File: src/rtl/adc_host_pkg.sv
// constants for the converter host sequencer
// Notes on behaviour
// in wait mode, enable serial port only after end-of-conversion rises.
// converter raises end-of-conversion when a conversion completes.
// shared bus: data comes from the tri-stating parallel msb line.
// both select lines stay high while other peripherals are addressed; the code checks otherBusReq only when leaving IDLE.
// an 8-bit transfer with both selects low starts a conversion.
// a 16-bit transfer with only chip select low reads the result.
// after each transfer wait about 19 us, then wrap the queue.
// fastest setting: clock divider 2, delay 10, no pre-clock delay.
// slower rates lengthen the delay, never the serial clock.
// serial clock idles low, data sampled on the rising edge.
// command byte 20 hex for start, 61 hex for result transfer.
// an 8-bit host saves the upper byte before the lower arrives.
// software-made start pulses give jitter, near-dc use only.
// dsp host also waits for end-of-conversion rising before enabling.
// dsp one-shot mode: async, frame sync every second frame, prescale 3.
// one-shot pulse width near the converter minimum convert width.
// dsp at 20.48 MHz reaches 40 kHz at most.
// no new start transfer before the result transfer has finished.
// convert during analog power-down yields meaningless data.
package adc_host_pkg;
  localparam int CLK_MHZ = 100;
  localparam int SCK_HALF_CYC = 12;
  localparam int POST_DELAY_NS = 19000;
  localparam int POST_DELAY_CYC = (POST_DELAY_NS * CLK_MHZ) / 1000;
  localparam int START_BITS = 8;
  localparam int RESULT_BITS = 16;
  localparam logic [7:0] CMD_START = 8'h20;
  localparam logic [7:0] CMD_RESULT = 8'h61;
  localparam logic [15:0] RESULT_RESET = 16'h0000;
  typedef enum logic [2:0] {IDLE, ARM, XFER, GAP} state_t;
endpackage : adc_host_pkg

File: src/rtl/adc_serial_host_sequencer.sv
// host-side sequencer driving the converter over select, clock and data pins
`timescale 1ns/100ps
module adc_serial_host_sequencer #(
  parameter int DELAY_CYC = adc_host_pkg::POST_DELAY_CYC,
  parameter int HALF_CYC = adc_host_pkg::SCK_HALF_CYC
) (
  input wire logic clk,
  input wire logic rst_n,
  input wire logic enable,
  input wire logic hostStart,
  input wire logic endOfConvPin,
  input wire logic parallelMsbLine,
  input wire logic serialResultOut,
  input wire logic otherBusReq,
  output logic serialClk,
  output logic hostSelectLine0,
  output logic hostSelectLine1,
  output logic [15:0] result,
  output logic resultValid,
  output logic [7:0] cmdByte,
  output logic busy
);
  typedef struct packed {
    adc_host_pkg::state_t st;
    logic phase;
    logic [4:0] bitCnt;
    logic [15:0] divCnt;
    logic [31:0] gapCnt;
    logic [15:0] shift;
    logic [15:0] res;
    logic valid;
    logic sck;
    logic sel0;
    logic sel1;
    logic eocPrev;
    logic [7:0] cmd;
  } st_t;
  st_t s_r;
  st_t s_nxt;
  logic eocSync;
  logic msbSync;
  logic serSync;
  logic dataIn;

  // end-of-conversion idles high
  sync2 #(.RST_VAL(1'b1)) u_eoc (.clk(clk), .rst_n(rst_n), .d(endOfConvPin), .q(eocSync));
  sync2 u_msb (.clk(clk), .rst_n(rst_n), .d(parallelMsbLine), .q(msbSync));
  sync2 u_ser (.clk(clk), .rst_n(rst_n), .d(serialResultOut), .q(serSync));

  // hostStart high: host issues conversions, data on shared msb line
  assign dataIn = hostStart ? msbSync : serSync;

  always_comb begin
    s_nxt = s_r;
    s_nxt.valid = 1'b0;
    s_nxt.eocPrev = eocSync;
    case (s_r.st)
      adc_host_pkg::IDLE: begin
        s_nxt.sck = 1'b0;
        s_nxt.sel0 = 1'b1;
        s_nxt.sel1 = 1'b1;
        // other peripherals hold the bus: selects stay high
        if (enable && !otherBusReq) begin
          if (hostStart) begin
            s_nxt.st = adc_host_pkg::XFER;
            s_nxt.phase = 1'b0;
            // shortest convert pulse the queue can make
            s_nxt.bitCnt = 5'(adc_host_pkg::START_BITS);
            s_nxt.cmd = adc_host_pkg::CMD_START;
            s_nxt.sel0 = 1'b0;
            s_nxt.sel1 = 1'b0;
            s_nxt.divCnt = '0; // no pre-clock delay
          end else begin
            s_nxt.st = adc_host_pkg::ARM;
          end
        end
      end
      adc_host_pkg::ARM: begin
        // port opens only on a fresh rising edge, keeps word alignment
        if (!s_r.eocPrev && eocSync) begin
          s_nxt.st = adc_host_pkg::XFER;
          s_nxt.phase = 1'b1;
          s_nxt.bitCnt = 5'(adc_host_pkg::RESULT_BITS);
          s_nxt.cmd = adc_host_pkg::CMD_RESULT;
          s_nxt.sel1 = 1'b0;
          s_nxt.divCnt = '0;
        end else if (!enable) begin
          s_nxt.st = adc_host_pkg::IDLE;
        end
      end
      adc_host_pkg::XFER: begin
        if (s_r.divCnt == 16'(HALF_CYC - 1)) begin
          s_nxt.divCnt = '0;
          s_nxt.sck = ~s_r.sck;
          if (!s_r.sck) begin
            // rising edge: sample
            if (s_r.phase) begin
              s_nxt.shift = {s_r.shift[14:0], dataIn};
            end
          end else begin
            s_nxt.bitCnt = s_r.bitCnt - 5'h1;
            if (s_r.bitCnt == 5'h1) begin
              s_nxt.st = adc_host_pkg::GAP;
              s_nxt.gapCnt = '0;
              s_nxt.sel0 = 1'b1;
              s_nxt.sel1 = 1'b1;
              if (s_r.phase) begin
                s_nxt.res = s_r.shift;
                s_nxt.valid = 1'b1;
              end
            end
          end
        end else begin
          s_nxt.divCnt = s_r.divCnt + 16'h1;
        end
      end
      adc_host_pkg::GAP: begin
        if (s_r.gapCnt >= 32'(DELAY_CYC - 1)) begin
          if (!enable) begin
            s_nxt.st = adc_host_pkg::IDLE;
          end else if (!hostStart) begin
            s_nxt.st = adc_host_pkg::ARM;
          end else if (!s_r.phase) begin // start frame every second frame
            // start transfer done: result transfer next
            s_nxt.st = adc_host_pkg::XFER;
            s_nxt.phase = 1'b1;
            s_nxt.bitCnt = 5'(adc_host_pkg::RESULT_BITS);
            s_nxt.cmd = adc_host_pkg::CMD_RESULT;
            s_nxt.sel1 = 1'b0;
            s_nxt.divCnt = '0;
          end else begin
            // queue wraps only after the result is in
            s_nxt.st = adc_host_pkg::IDLE;
          end
        end else begin
          // counter-timed, so no start jitter; the gap caps the rate
          s_nxt.gapCnt = s_r.gapCnt + 32'h1;
        end
      end
      default: begin
        s_nxt.st = adc_host_pkg::IDLE;
      end
    endcase
  end

  always_ff @(posedge clk or negedge rst_n) begin
    if (!rst_n) begin
      s_r.st <= adc_host_pkg::IDLE;
      s_r.phase <= 1'b0;
      s_r.bitCnt <= 5'h0;
      s_r.divCnt <= 16'h0;
      s_r.gapCnt <= 32'h0;
      s_r.shift <= 16'h0;
      s_r.res <= adc_host_pkg::RESULT_RESET;
      s_r.valid <= 1'b0;
      s_r.sck <= 1'b0;
      s_r.sel0 <= 1'b1;
      s_r.sel1 <= 1'b1;
      s_r.eocPrev <= 1'b1;
      s_r.cmd <= 8'h00;
    end else begin
      s_r <= s_nxt;
    end
  end

  assign serialClk = s_r.sck;
  assign hostSelectLine0 = s_r.sel0;
  assign hostSelectLine1 = s_r.sel1;
  assign result = s_r.res;
  assign resultValid = s_r.valid;
  assign cmdByte = s_r.cmd;
  assign busy = (s_r.st != adc_host_pkg::IDLE);
endmodule : adc_serial_host_sequencer

File: src/rtl/sync2.sv
// two-flop synchroniser for pin inputs
`timescale 1ns/100ps
module sync2 #(
  parameter logic RST_VAL = 1'b0
) (
  input wire logic clk,
  input wire logic rst_n,
  input wire logic d,
  output logic q
);
  logic [1:0] s_r;
  always_ff @(posedge clk or negedge rst_n) begin
    if (!rst_n) begin
      // reset to the pin's idle level, else a false edge follows reset
      s_r <= {2{RST_VAL}};
    end else begin
      s_r <= {s_r[0], d};
    end
  end
  assign q = s_r[1];
endmodule : sync2

File: config.mk
export PLATFORM = sky130hd
export DESIGN_NAME = adc_serial_host_sequencer
export DESIGN_NICKNAME = d
export VERILOG_FILES = /design/src/rtl/adc_host_pkg.sv /design/src/rtl/adc_serial_host_sequencer.sv /design/src/rtl/sync2.sv
export SDC_FILE = /design/constraint.sdc
export NUM_CORES = 1
export LEC_CHECK = 0
export BUFFER_PORTS_ARGS = -buffer_cell sky130_fd_sc_hd__buf_2
export CORE_ASPECT_RATIO = 1.2
export CORE_MARGIN = 5
export CORE_UTILIZATION = 60
export CTS_CLUSTER_DIAMETER = 120
export DETAILED_ROUTE_END_ITERATION = 6
export GPL_TIMING_DRIVEN = 0
export PLACE_DENSITY = 0.8
export SYNTH_ARGS = -nofsm -noshare
export SYNTH_HDL_FRONTEND = slang
export SYNTH_SLANG_ARGS = --single-unit
File: constraint.sdc
create_clock -name clk -period 7.8 [get_ports clk]
set_input_delay 0.78 -clock clk [delete_from_list [all_inputs] [get_ports clk]]
set_output_delay 0.78 -clock clk [all_outputs]
set_load 0.005 [all_outputs]
---- After elaboration in Yosys (flattened, before gate mapping) ----
Cells that the tools add are included.
Widths: inputs -> output; s select.
word-level totals
  output and inout port bits .............. 29
  input bits .............................. 8
  flip-flop bits (word level) ............. 108
  word-level logic and storage cells ...... 112
cells by class
  add/sub/neg operators ................... 3
  multiplexer cells ....................... 53
  reductions and logical operators ........ 21
  $lt $le $gt $ge ......................... 1
  bitwise operators ....................... 1
  eq/ne operators ......................... 17
operators with widths
  cell                   number
  $mux 32                3
  $mux 22                4
  $pmux 21 s4            1
  $mux 68                1
  $pmux 32 s2            1
  $mux 8                 7
  $mux 17                3
  $mux 25                2
  $mux 16                3
  $add 32x1->32 const B  1
  $ge 32x11->1 const B   1
  $pmux 8 s3             1
  $ne 2x2->1 const B     11
  $mux 21                1
  $add 16x1->16 const B  1
  $eq 16x4->1 const B    1
  $mux 2                 8
  $reduce_and 8->1       2
  $mux 3                 5
  $pmux 3 s4             1
  $mux 5                 2
  $reduce_and 10->1      1
  $reduce_and 5->1       2
  $reduce_and 9->1       1
  20 further kinds       32

---- Logic depth before layout (Yosys ltp) ----
Gate-level depths: netlist of the first run.
  word-level depth ........................ 5
  mapped depth ............................ 9

---- Modules after synthesis ----
From an unflattened synthesis of the first run, not the netlist that was laid out.
unflattened totals
  cells, all modules ...................... 427
  area, all modules ....................... 4,689.5 µm²
by module, submodules not included
  module                     times used  area each (µm²)  sequential area each (µm²)  cells each
  adc_serial_host_sequencer  1           4,536.9          2,381.0                     421
  sync2 at u_msb ...         2           50.0             50.0                        2
  sync2 at u_eoc             1           52.6             52.6                        2

---- Worst setup path before layout of the first run ----
OpenSTA, ideal clock, no wires.
  path kind ............................... register to register
  from .................................... register s_r[77] (netlist name)
  to ...................................... register s_r[37] (netlist name)
  slack ................................... 5,081 ps
  data arrival time ....................... 2,593 ps
  stages on the path, launching flop included .. 9
  clock period less this slack ............ 2,719 ps
  buffers on the path ..................... 3
  path through ............................ dfrtp_1 > ha_1 > or4b_4 > or4_1 > buf_2 > or3_1 > buf_6 > buf_8 > mux2_4
on the way
  longest elaborated chain between the ends .. 2
ends and longest elaborated chain
  element                            line                              text
  from (decl)                        adc_serial_host_sequencer.sv:38   st_t s_r;
  from (signal assigned)             adc_serial_host_sequencer.sv:162  s_r <= s_nxt;
  $eq 16x4->1                        adc_serial_host_sequencer.sv:92   if (s_r.divCnt == 16'(HALF_CYC - 1)) begin
  $reduce_and 4->1 (no source line)  n/a
No other way between the ends.
A chain may end at the register's enable or synchronous reset.

---- Final worst setup path of the first run ----
  from .................................... register s_r[77] (netlist name)
  to ...................................... register s_r[48] (netlist name)
on the way
  longest elaborated chain between the ends .. 3
ends and longest elaborated chain
  element                            line
  $eq 16x4->1                        adc_serial_host_sequencer.sv:92
  $ne 2x2->1 (no source line)        n/a
  $reduce_and 5->1 (no source line)  n/a
No other way between the ends.

==> impl_metrics.tcl, run 1 <==
set metrics [dict create \
    run_status "finished clean" \
    site_row_count 35 \
    start_util 0.610 \
    fraction_of_final_layout_cells_sized_beyond_drive_strength_1 0.252 \
    power_frac_seq 0.475 \
    clk_root_buffer_cell "sky130_fd_sc_hd__clkbuf_8" \
    final.fill_count 605 \
    worst_pin_slew_ns 1.10 \
    worst-endpoint-required_ns 8.05 \
    tritoncts.num_buffers 9 \
    combPwrFrac 0.284 \
    crit_chain "ha_1, or4b_4, or4_1, buf_2, nor3_1, nor2_1, a22o_1" \
    p_sw_mw 0.475 \
    drv_slew 0 \
    maxSlewHeadroom 0.261 \
    critPathKind "reg2reg" \
    dieArea_um2 9670 \
    cts_max_path_buffers 2 \
    unique_masters_post_synth 53 \
    synth_edf_count 0 \
    synthFlopType "sky130_fd_sc_hd__dfrtp_1" \
    tritoncts_clock_tree "built" \
    globalRouteTotalUtil 0.205 \
    final_nets 480 \
    cts_resized 0 \
    antenna_found_initial 0 \
    die_height_um 107 \
    wl_um 9370 \
    postSynthAreaPerCell_um2 11.1 \
    synth-seq-cells 101 \
    power_report.internal_total_mw 0.824 \
    hold_viol 0 \
    slowest_delay_ns 0.64 \
    power.clock.fraction 0.241 \
    detailedRoute.firstPassIterationCount 5 \
    timing.critical_path.from_type "register" \
    vias_per_cell 6.04 \
    switching_share 0.366 \
    place.port_buffers 31 \
    share_of_the_clock_period_used_by_the_worst_path_after_layout 0.402 \
    fp.coreArea_um2 7660 \
    syn-cell-area_um2 4680 \
    cts_post_setup_buffers_inserted 0 \
    holdCritPathClass "in2async" \
    total_power_mw 1.30 \
    report.final.setup_viol 0 \
    cts_htree_levels 3 \
    final.min_clock_period_ns 3.13 \
    post_cts_hold_buffer_count 0 \
    die_width_um 90.6 \
    crit_path_max_fanout 6 \
    ioPinCount 37 \
    drt-wirelength-per-cell_um 16.6 \
    commonest_non_fill_non_tap_cells_in_the_layout "sky130_fd_sc_hd__dfrtp_1 (96), sky130_fd_sc_hd__buf_2 (32), sky130_fd_sc_hd__buf_4 (25)" \
    post_detailed_route_drc_marker_count 0 \
    sequential_share_of_the_synthesized_area 0.542 \
    diodes_inserted 0 \
    synth-async-reset-ratio 1.00 \
    final_common_cell "sky130_fd_sc_hd__dfrtp_1" \
    first_global_vias 3408 \
    ys_warn_count 0 \
    wire_length_of_the_first_global_routing_pass_um 16300 \
    ant_nets 0 \
    rsz0062_at_grt "false" \
    cts.clk_slew.worst_paths_ns 0.10 \
    drt-initial-drc-count 314 \
    fmax_achieved_mhz 319 \
    p_leak_nw 2.52 \
    pwr_density_cell_nw_per_um2 251 \
    max_capacitance_violation_total 0 \
    netlist_instances 421 \
    clock_skew_ns 0.0105 \
    globalRoute.totalOverflow 0 \
    hpwl_um 6560 \
    area_delta_synth_final_pct 10.8 \
    worst_path_max_delay_cell "sky130_fd_sc_hd__nor3_1" \
    place_congestion 0.874 \
    fin_tns_setup_ns 0 \
    ir_worst_vdd_mv 0.144 \
    depth_of_the_worst_register_to_register_path 7 \
    timing.critical_path.to_type "register" \
    grt_start_max_net_pins 75 \
    detailroute.via_count 3412 \
    clk-insertion-delay-late_ns 0.36 \
    arrival_ns 3.38 \
    clock-sinks 101 \
]
final timing paths:
check,startpoint,slack (ns),to
worst max-delay path,s_r[77],4.67,s_r[48]
min in group clk,u_ser.s_r[0],0.36,u_ser.s_r[1]
max in group asynchronous,rst_n,6.78,hostSelectLine0
worst max register to register,s_r[77],4.67,s_r[48]
worst min-delay path,rst_n,0.32,s_r[53]
worst min register to register,u_ser.s_r[0],0.36,u_ser.s_r[1]
routing by layer:
layer	wire length, um	track usage
met5	0	0
met4	125	0.0638
met3	432	0.0435
met2	4690	0.336
met1	4120	0.275
worst max-delay path: cells and delay by family (launching register included):
kind	cells	cell delay, ns
buf+inv	1	0.18
flops	1	0.41
compound gates	1	0.29
fa+ha+maj	1	0.27
simple gates	4	1.88
area by class of cell:
type                    instances  area, um2  area share
clock inverters                 7       66.3      0.0128
clock buffers                   9        124      0.0239
multi-input cells             276       1870       0.360
inverters                       7       26.3     0.00507
flip-flops and latches        101       2530       0.489
plain buffers                  41        265      0.0512
repair buffers                 32        185      0.0357
well taps                      92        115      0.0222
metrics by stage:
step | cell area, um2 | cells | util | setup WS (ns) | hold WS (ns)
global route | 5180 | 565 | 0.676 | 4.45 | 0.325
floorplan | 4690 | 425 | - | 5.08 | 0.331
detailed placement | 4990 | 549 | 0.652 | 4.71 | 0.337
CTS | 5180 | 565 | 0.676 | 4.69 | 0.320
global placement | 4960 | 548 | 0.648 | 4.76 | 0.335
finish | 5180 | 565 | 0.676 | 4.67 | 0.324
power groups by stage:
stage          combinational, mW  sequential, mW  clock, mW
3_5_place_dp               0.364           0.626          0
5_1_grt                    0.409           0.624      0.352
6_report                   0.369           0.617      0.313
2_1_floorplan              0.261           0.613          0
3_3_place_gp               0.352           0.623          0
4_1_cts                    0.365           0.616      0.322
kinds of logic (layout without fill, tap and decap cells):
group / Yosys count / after routing / share of synthesized area
AOI/OAI and AO/OA: 78 / 78 / 0.113
adders and majority gates: 4 / 4 / 0.0107
DFF: 101 / 101 / 0.542
other: 1 / 5 / 0.000802
xor gates and xnor gates: 3 / 3 / 0.00562
muxes: 32 / 32 / 0.0832
and+or+nand+nor: 154 / 154 / 0.182
buffers and inverters: 48 / 96 / 0.0623
Yosys cell counts, types with 4 or more instances:
library cell,n,area [um2]
sky130_fd_sc_hd__mux2_4,8,120
sky130_fd_sc_hd__mux2_2,23,259
sky130_fd_sc_hd__ha_1,4,50.1
sky130_fd_sc_hd__and2_1,22,138
sky130_fd_sc_hd__nand2b_1,4,25.0
sky130_fd_sc_hd__nor2_1,21,78.8
sky130_fd_sc_hd__nand2_1,22,82.6
sky130_fd_sc_hd__nand3_1,22,110
sky130_fd_sc_hd__and3_1,7,43.8
sky130_fd_sc_hd__dfrtp_1,96,2400
sky130_fd_sc_hd__o21ai_0,19,95.1
sky130_fd_sc_hd__a22o_1,6,52.6
sky130_fd_sc_hd__dfstp_2,5,131
sky130_fd_sc_hd__nor3_1,15,75.1
sky130_fd_sc_hd__inv_1,6,22.5
sky130_fd_sc_hd__clkbuf_1,12,45.0
sky130_fd_sc_hd__nor4_1,11,68.8
sky130_fd_sc_hd__o31ai_1,16,120
sky130_fd_sc_hd__a21oi_1,11,55.1
sky130_fd_sc_hd__a31oi_1,9,56.3
sky130_fd_sc_hd__nand4_1,10,62.6
sky130_fd_sc_hd__or4_1,4,30.0
sky130_fd_sc_hd__buf_4,24,180
sequential cells by signal, summed over array words and instances, names as in the netlist:
name / flops
cmdByte: 2
s_r: 73
resultValid: 1
u_eoc.s_r: 2
hostSelectLine1: 1
serialClk: 1
u_msb.s_r: 2
hostSelectLine0: 1
result: 16
u_ser.s_r: 2
Note: power is estimated with default switching activity, not from simulation.
==> run 2: changes to the inputs <==
--- a/config.mk
+++ b/config.mk
@@ -5,14 +5,15 @@
 export SDC_FILE = /design/constraint.sdc
 export NUM_CORES = 1
 export LEC_CHECK = 0
+export ABC_AREA = 1
 export BUFFER_PORTS_ARGS = -buffer_cell sky130_fd_sc_hd__buf_2
 export CORE_ASPECT_RATIO = 1.2
 export CORE_MARGIN = 5
-export CORE_UTILIZATION = 60
+export CORE_UTILIZATION = 54
 export CTS_CLUSTER_DIAMETER = 120
 export DETAILED_ROUTE_END_ITERATION = 6
 export GPL_TIMING_DRIVEN = 0
-export PLACE_DENSITY = 0.8
+export PLACE_DENSITY = 0.75
 export SYNTH_ARGS = -nofsm -noshare
 export SYNTH_HDL_FRONTEND = slang
 export SYNTH_SLANG_ARGS = --single-unit
==> constraint.sdc (replaced) <==
create_clock -name clk -period 2.7 [get_ports clk]
set_input_delay 0.27 -clock clk [delete_from_list [all_inputs] [get_ports clk]]
set_output_delay 0.27 -clock clk [all_outputs]
set_load 0.005 [all_outputs]
==> run 2 against run 1 <==
  * Combinational power grew to 4.3 times the previous value
  * Critical endpoint is now s_r[47]
  * Synthesized cell count increased by 52%
  * Wire length rose by 11%
  * Critical path type unchanged
  * Critical path depth grew 3
==> impl_metrics.tcl, run 2 <==
set metrics [dict create \
    run_status "finished clean" \
    fin_tns_setup_ns 0 \
    area_delta_synth_final_pct 13.5 \
    synth-async-reset-ratio 1.00 \
    synthFlopType "sky130_fd_sc_hd__dfrtp_1" \
    power.clock.fraction 0.284 \
    final_nets 702 \
    antenna_found_initial 0 \
    total_power_mw 4.95 \
    worst-endpoint-required_ns 2.93 \
    critPathKind "reg2reg" \
    cts_max_path_buffers 2 \
    pwr_density_cell_nw_per_um2 854 \
    power_frac_seq 0.394 \
    postSynthAreaPerCell_um2 7.96 \
    share_of_the_clock_period_used_by_the_worst_path_after_layout 0.783 \
    critical_path_cell_count 10 \
    post_detailed_route_drc_marker_count 0 \
    site_row_count 39 \
    timing.critical_path.from_type "register" \
    holdCritPathClass "in2reg" \
    detailroute.via_count 4159 \
    worst_r2r_startpoint "s_r[45]" \
    r2r_end "s_r[47]" \
    ff2ff_setup_slack_ns 0.59 \
    combPwrFrac 0.322 \
    globalRoute.totalOverflow 0 \
    globalRoute.busiestLayer "met2" \
    p_sw_mw 1.83 \
    tritoncts_clock_tree "built" \
    groute.layer.met2.usage 0.328 \
    synth-seq-cells 101 \
    wl_um 10400 \
    cts_htree_levels 3 \
    final.fill_count 814 \
    cpMostUsedCell "sky130_fd_sc_hd__nand2_1" \
    fp.coreArea_um2 9370 \
    unique_masters_post_synth 40 \
    synth_top_area_cell "sky130_fd_sc_hd__dfrtp_1" \
    ioPinCount 37 \
    p_leak_nw 3.08 \
    tritoncts.num_buffers 9 \
    vias_per_cell 5.08 \
    clk_root_buffer_cell "sky130_fd_sc_hd__clkbuf_16" \
    fmax_achieved_mhz 473 \
    commonest_non_fill_non_tap_cells_in_the_layout "sky130_fd_sc_hd__nand2_1 (196), sky130_fd_sc_hd__dfrtp_1 (96), sky130_fd_sc_hd__inv_1 (61)" \
    die_width_um 98.8 \
    globalRouteTotalUtil 0.194 \
    first_global_vias 4001 \
    worst_pin_slew_ns 0.516 \
    crit_family "simple AND/OR/NAND/NOR gates" \
    dieArea_um2 11500 \
    post-synth-top-count-cell "sky130_fd_sc_hd__nand2_1" \
    drv_slew 0 \
    clk-insertion-delay-late_ns 0.35 \
    worstPathBufferInverterCount 1 \
    diodes_inserted 0 \
    ys_warn_count 0 \
    sequential_share_of_the_synthesized_area 0.496 \
    wire_length_of_the_first_global_routing_pass_um 18200 \
    groute.layer.met1.usage 0.244 \
    grt_start_max_net_pins 68 \
    rsz0062_at_grt "false" \
    drt-initial-drc-count 248 \
    final.min_clock_period_ns 2.11 \
    max_capacitance_violation_total 0 \
    cp-startpoint "s_r[45]" \
    cts.clk_slew.worst_paths_ns 0.07 \
    regMostFlops "s_r" \
    biggest_area_contributors_in_the_synthesized_netlist "sky130_fd_sc_hd__dfrtp_1 (47%), sky130_fd_sc_hd__nand2_1 (14%), sky130_fd_sc_hd__inv_1 (4.5%)" \
    crit_end "s_r[47]" \
    fraction_of_final_layout_cells_sized_beyond_drive_strength_1 0.190 \
    synth_edf_count 0 \
    report.final.setup_viol 0 \
    slowest_delay_ns 0.44 \
    syn-cell-area_um2 5110 \
    ir_worst_vdd_mv 0.657 \
    switching_share 0.369 \
    place_congestion 0.976 \
    detailedRoute.firstPassIterationCount 5 \
    cts_resized 0 \
    netlist_instances 642 \
    worst_path_max_delay_cell "sky130_fd_sc_hd__dfrtp_1" \
    final_common_cell "sky130_fd_sc_hd__nand2_1" \
    maxSlewHeadroom 0.656 \
    grt_use_met3 0.0388 \
    ant_nets 0 \
    clock-sinks 101 \
    die_height_um 117 \
    drt-wirelength-per-cell_um 12.7 \
    depth_of_the_worst_register_to_register_path 10 \
    power_report.internal_total_mw 3.12 \
    clock_skew_ns 0.00726 \
    start_util 0.546 \
    largest_reg_flops 73 \
    arrival_ns 2.35 \
    hold_viol 0 \
    place.port_buffers 31 \
    crit_path_max_fanout 10 \
    crit_chain "ha_1, nand2_1, nand3_1, nand3_1, nand2_1, o21bai_2, nand3_4, buf_6, nand2_1, nand2_1" \
    yosys-top-cells-count "sky130_fd_sc_hd__nand2_1 (196), sky130_fd_sc_hd__dfrtp_1 (96), sky130_fd_sc_hd__inv_1 (61), sky130_fd_sc_hd__nor2_1 (60), sky130_fd_sc_hd__o21ai_0 (40)" \
    netlist.area_leader.share 0.470 \
    hpwl_um 7430 \
    timing.critical_path.to_type "register" \
]
-- run 2: cell count changes after synthesis, moves of 14 or more --
cell,before,now
sky130_fd_sc_hd__nand2_1,22,196
sky130_fd_sc_hd__inv_1,6,61
sky130_fd_sc_hd__nor2_1,21,60
sky130_fd_sc_hd__mux2_2,23,0
sky130_fd_sc_hd__and2_1,22,0
sky130_fd_sc_hd__o21ai_0,19,40
sky130_fd_sc_hd__nand4_1,10,26
sky130_fd_sc_hd__o31ai_1,16,2
-- run 2: cells by family (layout without fill, tap and decap cells) --
family,Yosys count,count (layout),share of synthesized area
buffers and inverters,116,165,0.110
AO/OA/AOI/OAI,58,58,0.0663
flip-flops,101,101,0.496
multiplexers,1,1,0.00196
XOR/XNOR,6,6,0.0103
adder cells (fa/ha/maj),4,4,0.00979
other,1,5,0.000734
AND/OR/NAND/NOR,355,355,0.305
-- run 2: what timing repair did --
| action | 4_1_cts | 5_1_grt |
|---|---|---|
| hold endpoints to repair | 34 | 0 |
| hold buffers | 1 | 0 |
| setup buffers | 0 | 0 |
-- run 2: stage by stage --
step,std cells,utilization,area (um2),setup slack [ns],hold WS (ns)
2_1_floorplan,646,-,5130,0.920,-0.0256
3_3_place_gp,800,0.580,5440,0.316,0.334
3_5_place_dp,801,0.583,5470,0.594,0.257
4_1_cts,818,0.619,5800,0.579,0.00811
5_1_grt,818,0.619,5800,0.417,0.00340
6_report,818,0.619,5800,0.585,0.0206
-- run 2: worst min path at each step --
stage	startpoint	endpoint	slack [ns]	cells past startpoint
after detailed placement	rst_n	s_r[51]	0.26	1
after global routing	endOfConvPin	u_eoc.s_r[0]	0.003	1
after CTS	endOfConvPin	u_eoc.s_r[0]	0.008	1
final	endOfConvPin	u_eoc.s_r[0]	0.02	1
after floorplan	rst_n	cmdByte[0]	-0.03	0
after global placement	u_ser.s_r[0]	u_ser.s_r[1]	0.33	0
-- run 2: cell type report --
type / count / area [um2] / area share
repair buffers: 33 / 195 / 0.0336
multi-input cells: 429 / 2030 / 0.350
plain buffers: 42 / 285 / 0.0492
flip-flops and latches: 101 / 2530 / 0.437
well taps: 123 / 154 / 0.0265
clock buffers: 10 / 229 / 0.0395
inverters: 74 / 278 / 0.0479
clock inverters: 6 / 96.3 / 0.0166
-- run 2: metal layers --
layer	part of all wire	vias to the layer above	wire length, um
met4	0.025	0	260
met1	0.43	1954	4480
li1	-	2089	-
met2	0.50	96	5140
met5	0	-	0
met3	0.046	20	481
-- run 2: worst register-to-register path: cells and delay by family, from the launching register on --
family          cells  cell delay, ns
fa+ha+maj           1            0.30
flops               1            0.44
compound gates      1            0.42
buf+inv             1            0.18
simple gates        7            0.64
-- run 2: power by group through the flow --
stage          Combinational, mW  Clock (mW)  Sequential [mW]
2_1_floorplan               1.21           0             1.92
3_3_place_gp                1.53           0             1.96
3_5_place_dp                1.59           0             1.98
4_1_cts                     1.60        1.43             1.95
5_1_grt                     1.79        1.51             1.99
6_report                    1.59        1.41             1.95
==> run 3: changes to the inputs <==
--- a/config.mk
+++ b/config.mk
@@ -9,11 +9,11 @@
 export BUFFER_PORTS_ARGS = -buffer_cell sky130_fd_sc_hd__buf_2
 export CORE_ASPECT_RATIO = 1.2
 export CORE_MARGIN = 5
-export CORE_UTILIZATION = 54
+export CORE_UTILIZATION = 60
 export CTS_CLUSTER_DIAMETER = 120
 export DETAILED_ROUTE_END_ITERATION = 6
 export GPL_TIMING_DRIVEN = 0
-export PLACE_DENSITY = 0.75
+export PLACE_DENSITY = 0.79
 export SYNTH_ARGS = -nofsm -noshare
 export SYNTH_HDL_FRONTEND = slang
 export SYNTH_SLANG_ARGS = --single-unit
==> constraint.sdc (replaced) <==
create_clock -name clk -period 2.1 [get_ports clk]
set_input_delay 0.21 -clock clk [delete_from_list [all_inputs] [get_ports clk]]
set_output_delay 0.21 -clock clk [all_outputs]
set_load 0.005 [all_outputs]
==> run 3 against run 2 <==
  * Worst setup slack got worse by 0.42 ns
  * First-iteration DRC count is 67% higher
  * Sequential share of layout area up 0.27 points
  * Maximum frequency grew 9.1%
  * Power up 19%
  * Final cell count increased by 0.12%
  * Via count is 1.9% higher
  * Register-to-register slack worse by 0.42 ns
  * Utilization is 6.1 points higher
  * Sequential power is 28% higher
  * Largest cell class unchanged
  * Flip-flop and latch count unchanged
==> impl_metrics.tcl, run 3 (same netlist as run 2, synthesis figures left out) <==
set metrics [dict create \
    commonest_non_fill_non_tap_cells_in_the_layout "sky130_fd_sc_hd__nand2_1 (195), sky130_fd_sc_hd__dfrtp_1 (96), sky130_fd_sc_hd__inv_1 (61)" \
    max_capacitance_violation_total 0 \
    switching_share 0.393 \
    first_global_vias 4156 \
    tritoncts.num_buffers 9 \
    tritoncts_clock_tree "built" \
    dpl_worst_slack_ns 0.00869 \
    detailroute.via_count 4240 \
    cts_max_path_buffers 2 \
    regMostFlops "s_r" \
    hold_viol 0 \
    p_sw_mw 2.33 \
    timing.critical_path.to_type "register" \
    clk-insertion-delay-late_ns 0.37 \
    diodes_inserted 0 \
    dieArea_um2 10500 \
    worst_pin_slew_ns 0.512 \
    grt_start_max_net_pins 69 \
    clk_root_buffer_cell "sky130_fd_sc_hd__clkbuf_8" \
    die_height_um 111 \
    cts.clk_slew.worst_paths_ns 0.10 \
    hpwl_um 7400 \
    multi_input_area_um2 2060 \
    timing.critical_path.from_type "register" \
    clock-sinks 101 \
    finalNonFillerCells 819 \
    antenna_found_initial 0 \
    post_detailed_route_drc_marker_count 0 \
    critPathKind "reg2reg" \
    run_status "finished clean" \
    ant_nets 0 \
    site_row_count 37 \
    wl_um 10400 \
    regArea_um2 2530 \
    power_frac_seq 0.423 \
    drt-wirelength-per-cell_um 12.7 \
    maxSlewHeadroom 0.659 \
    largest_reg_flops 73 \
    pwr_density_cell_nw_per_um2 1030 \
    fin_ws_ns 0.162 \
    globalRoute.totalOverflow 0 \
    power.clock.fraction 0.216 \
    drv_slew 0 \
    arrival_ns 2.20 \
    combPwrFrac 0.361 \
    globalRouteTotalUtil 0.214 \
    place.port_buffers 31 \
    wire_length_of_the_first_global_routing_pass_um 18200 \
    vias_per_cell 5.18 \
    area_delta_synth_final_pct 12.8 \
    ir_worst_vdd_mv 0.703 \
    final.min_clock_period_ns 1.94 \
    design_area_um2 5760 \
    finish.utilization 0.680 \
    fin_hold_ws_ns 0.252 \
    drt-initial-drc-count 414 \
    fin_tns_setup_ns 0 \
    share_of_the_clock_period_used_by_the_worst_path_after_layout 0.923 \
    total_power_mw 5.92 \
    final_nets 709 \
    dp.cells 795 \
    place_congestion 0.904 \
    crit_path_max_fanout 6 \
    fmax_achieved_mhz 516 \
    fp.coreArea_um2 8470 \
    cts_htree_levels 3 \
    p_leak_nw 3.06 \
    ioPinCount 37 \
    final.fill_count 686 \
    worst-endpoint-required_ns 2.37 \
    die_width_um 94.3 \
    final_common_cell "sky130_fd_sc_hd__nand2_1" \
    fraction_of_final_layout_cells_sized_beyond_drive_strength_1 0.195 \
    place_area_um2 5460 \
    rsz0062_at_grt "false" \
    report.final.setup_viol 0 \
    holdCritPathClass "in2reg" \
    detailedRoute.firstPassIterationCount 5 \
    start_util 0.603 \
    power_report.internal_total_mw 3.59 \
    clock_skew_ns 0.00934 \
]
run 3: cell types whose count changed in the layout (fill, tap and decap cells not counted), moves of 2 or more:
cell	change
sky130_fd_sc_hd__clkbuf_8	+10
sky130_fd_sc_hd__clkbuf_16	-9
sky130_fd_sc_hd__buf_4	+4
sky130_fd_sc_hd__dlygate4sd3_1	+3
sky130_fd_sc_hd__nor2_2	-2
sky130_fd_sc_hd__nor2_4	+2
run 3: critical path, stage by stage (launching register included):
cell and delay, ns:
sky130_fd_sc_hd__dfrtp_1 0.40, sky130_fd_sc_hd__ha_1 0.22, sky130_fd_sc_hd__nand3_1 0.13, sky130_fd_sc_hd__nor2_4 0.17
sky130_fd_sc_hd__nand2_2 0.12, sky130_fd_sc_hd__nand2_1 0.13, sky130_fd_sc_hd__and3_1 0.19, sky130_fd_sc_hd__buf_2 0.18
sky130_fd_sc_hd__nand2_1 0.14, sky130_fd_sc_hd__nand2_1 0.11, sky130_fd_sc_hd__nand2_1 0.05
run 3: repair_timing:
action / in CTS / in global routing
setup buffers: 0 / 4
hold buffers: 4 / 0
pin swaps: 0 / 2
endpoints found under the setup margin: 3 / 37
endpoints found under the hold margin: 36 / 0
gates resized for setup: 1 / 4
run 3: layer usage:
| metal | global-route usage | vias up | share of wire |
|---|---|---|---|
| li1 | - | 2104 | - |
| met2 | 0.343 | 113 | 0.49 |
| met3 | 0.0441 | 33 | 0.044 |
| met4 | 0.0867 | 0 | 0.027 |
| met1 | 0.281 | 1990 | 0.44 |
| met5 | 0 | - | 0 |
run 3: layout make-up:
class                   count  share of cell area
flip-flops and latches    101               0.440
multi-input cells         429               0.357
plain buffers              42              0.0495
inverters                  74              0.0482
repair buffers             40              0.0443
well taps                 117              0.0254
clock buffers              11              0.0245
clock inverters             5              0.0115
run 3: final timing paths:
| kind | startpoint | endpoint | slack, ns | depth (start not counted) |
|---|---|---|---|---|
| max in group asynchronous | rst_n | hostSelectLine0 | 1.05 | 3 |
| max reg2reg | s_r[77] | s_r[96] | 0.16 | 10 |
| min | hostStart | s_r[100] | 0.25 | 3 |
| min in group asynchronous | rst_n | s_r[53] | 0.32 | 2 |
| max | s_r[77] | s_r[96] | 0.16 | 10 |
| min reg2reg | u_ser.s_r[0] | u_ser.s_r[1] | 0.36 | 0 |
run 3: power by group through the flow:
| stage | Clock, mW | Combinational [mW] | Sequential [mW] |
|---|---|---|---|
| floorplan | 0 | 1.56 | 2.47 |
| global placement | 0 | 1.97 | 2.52 |
| detailed placement | 0 | 2.04 | 2.53 |
| CTS | 1.31 | 2.06 | 2.49 |
| global route | 1.41 | 2.41 | 2.55 |
| finish | 1.28 | 2.14 | 2.50 |
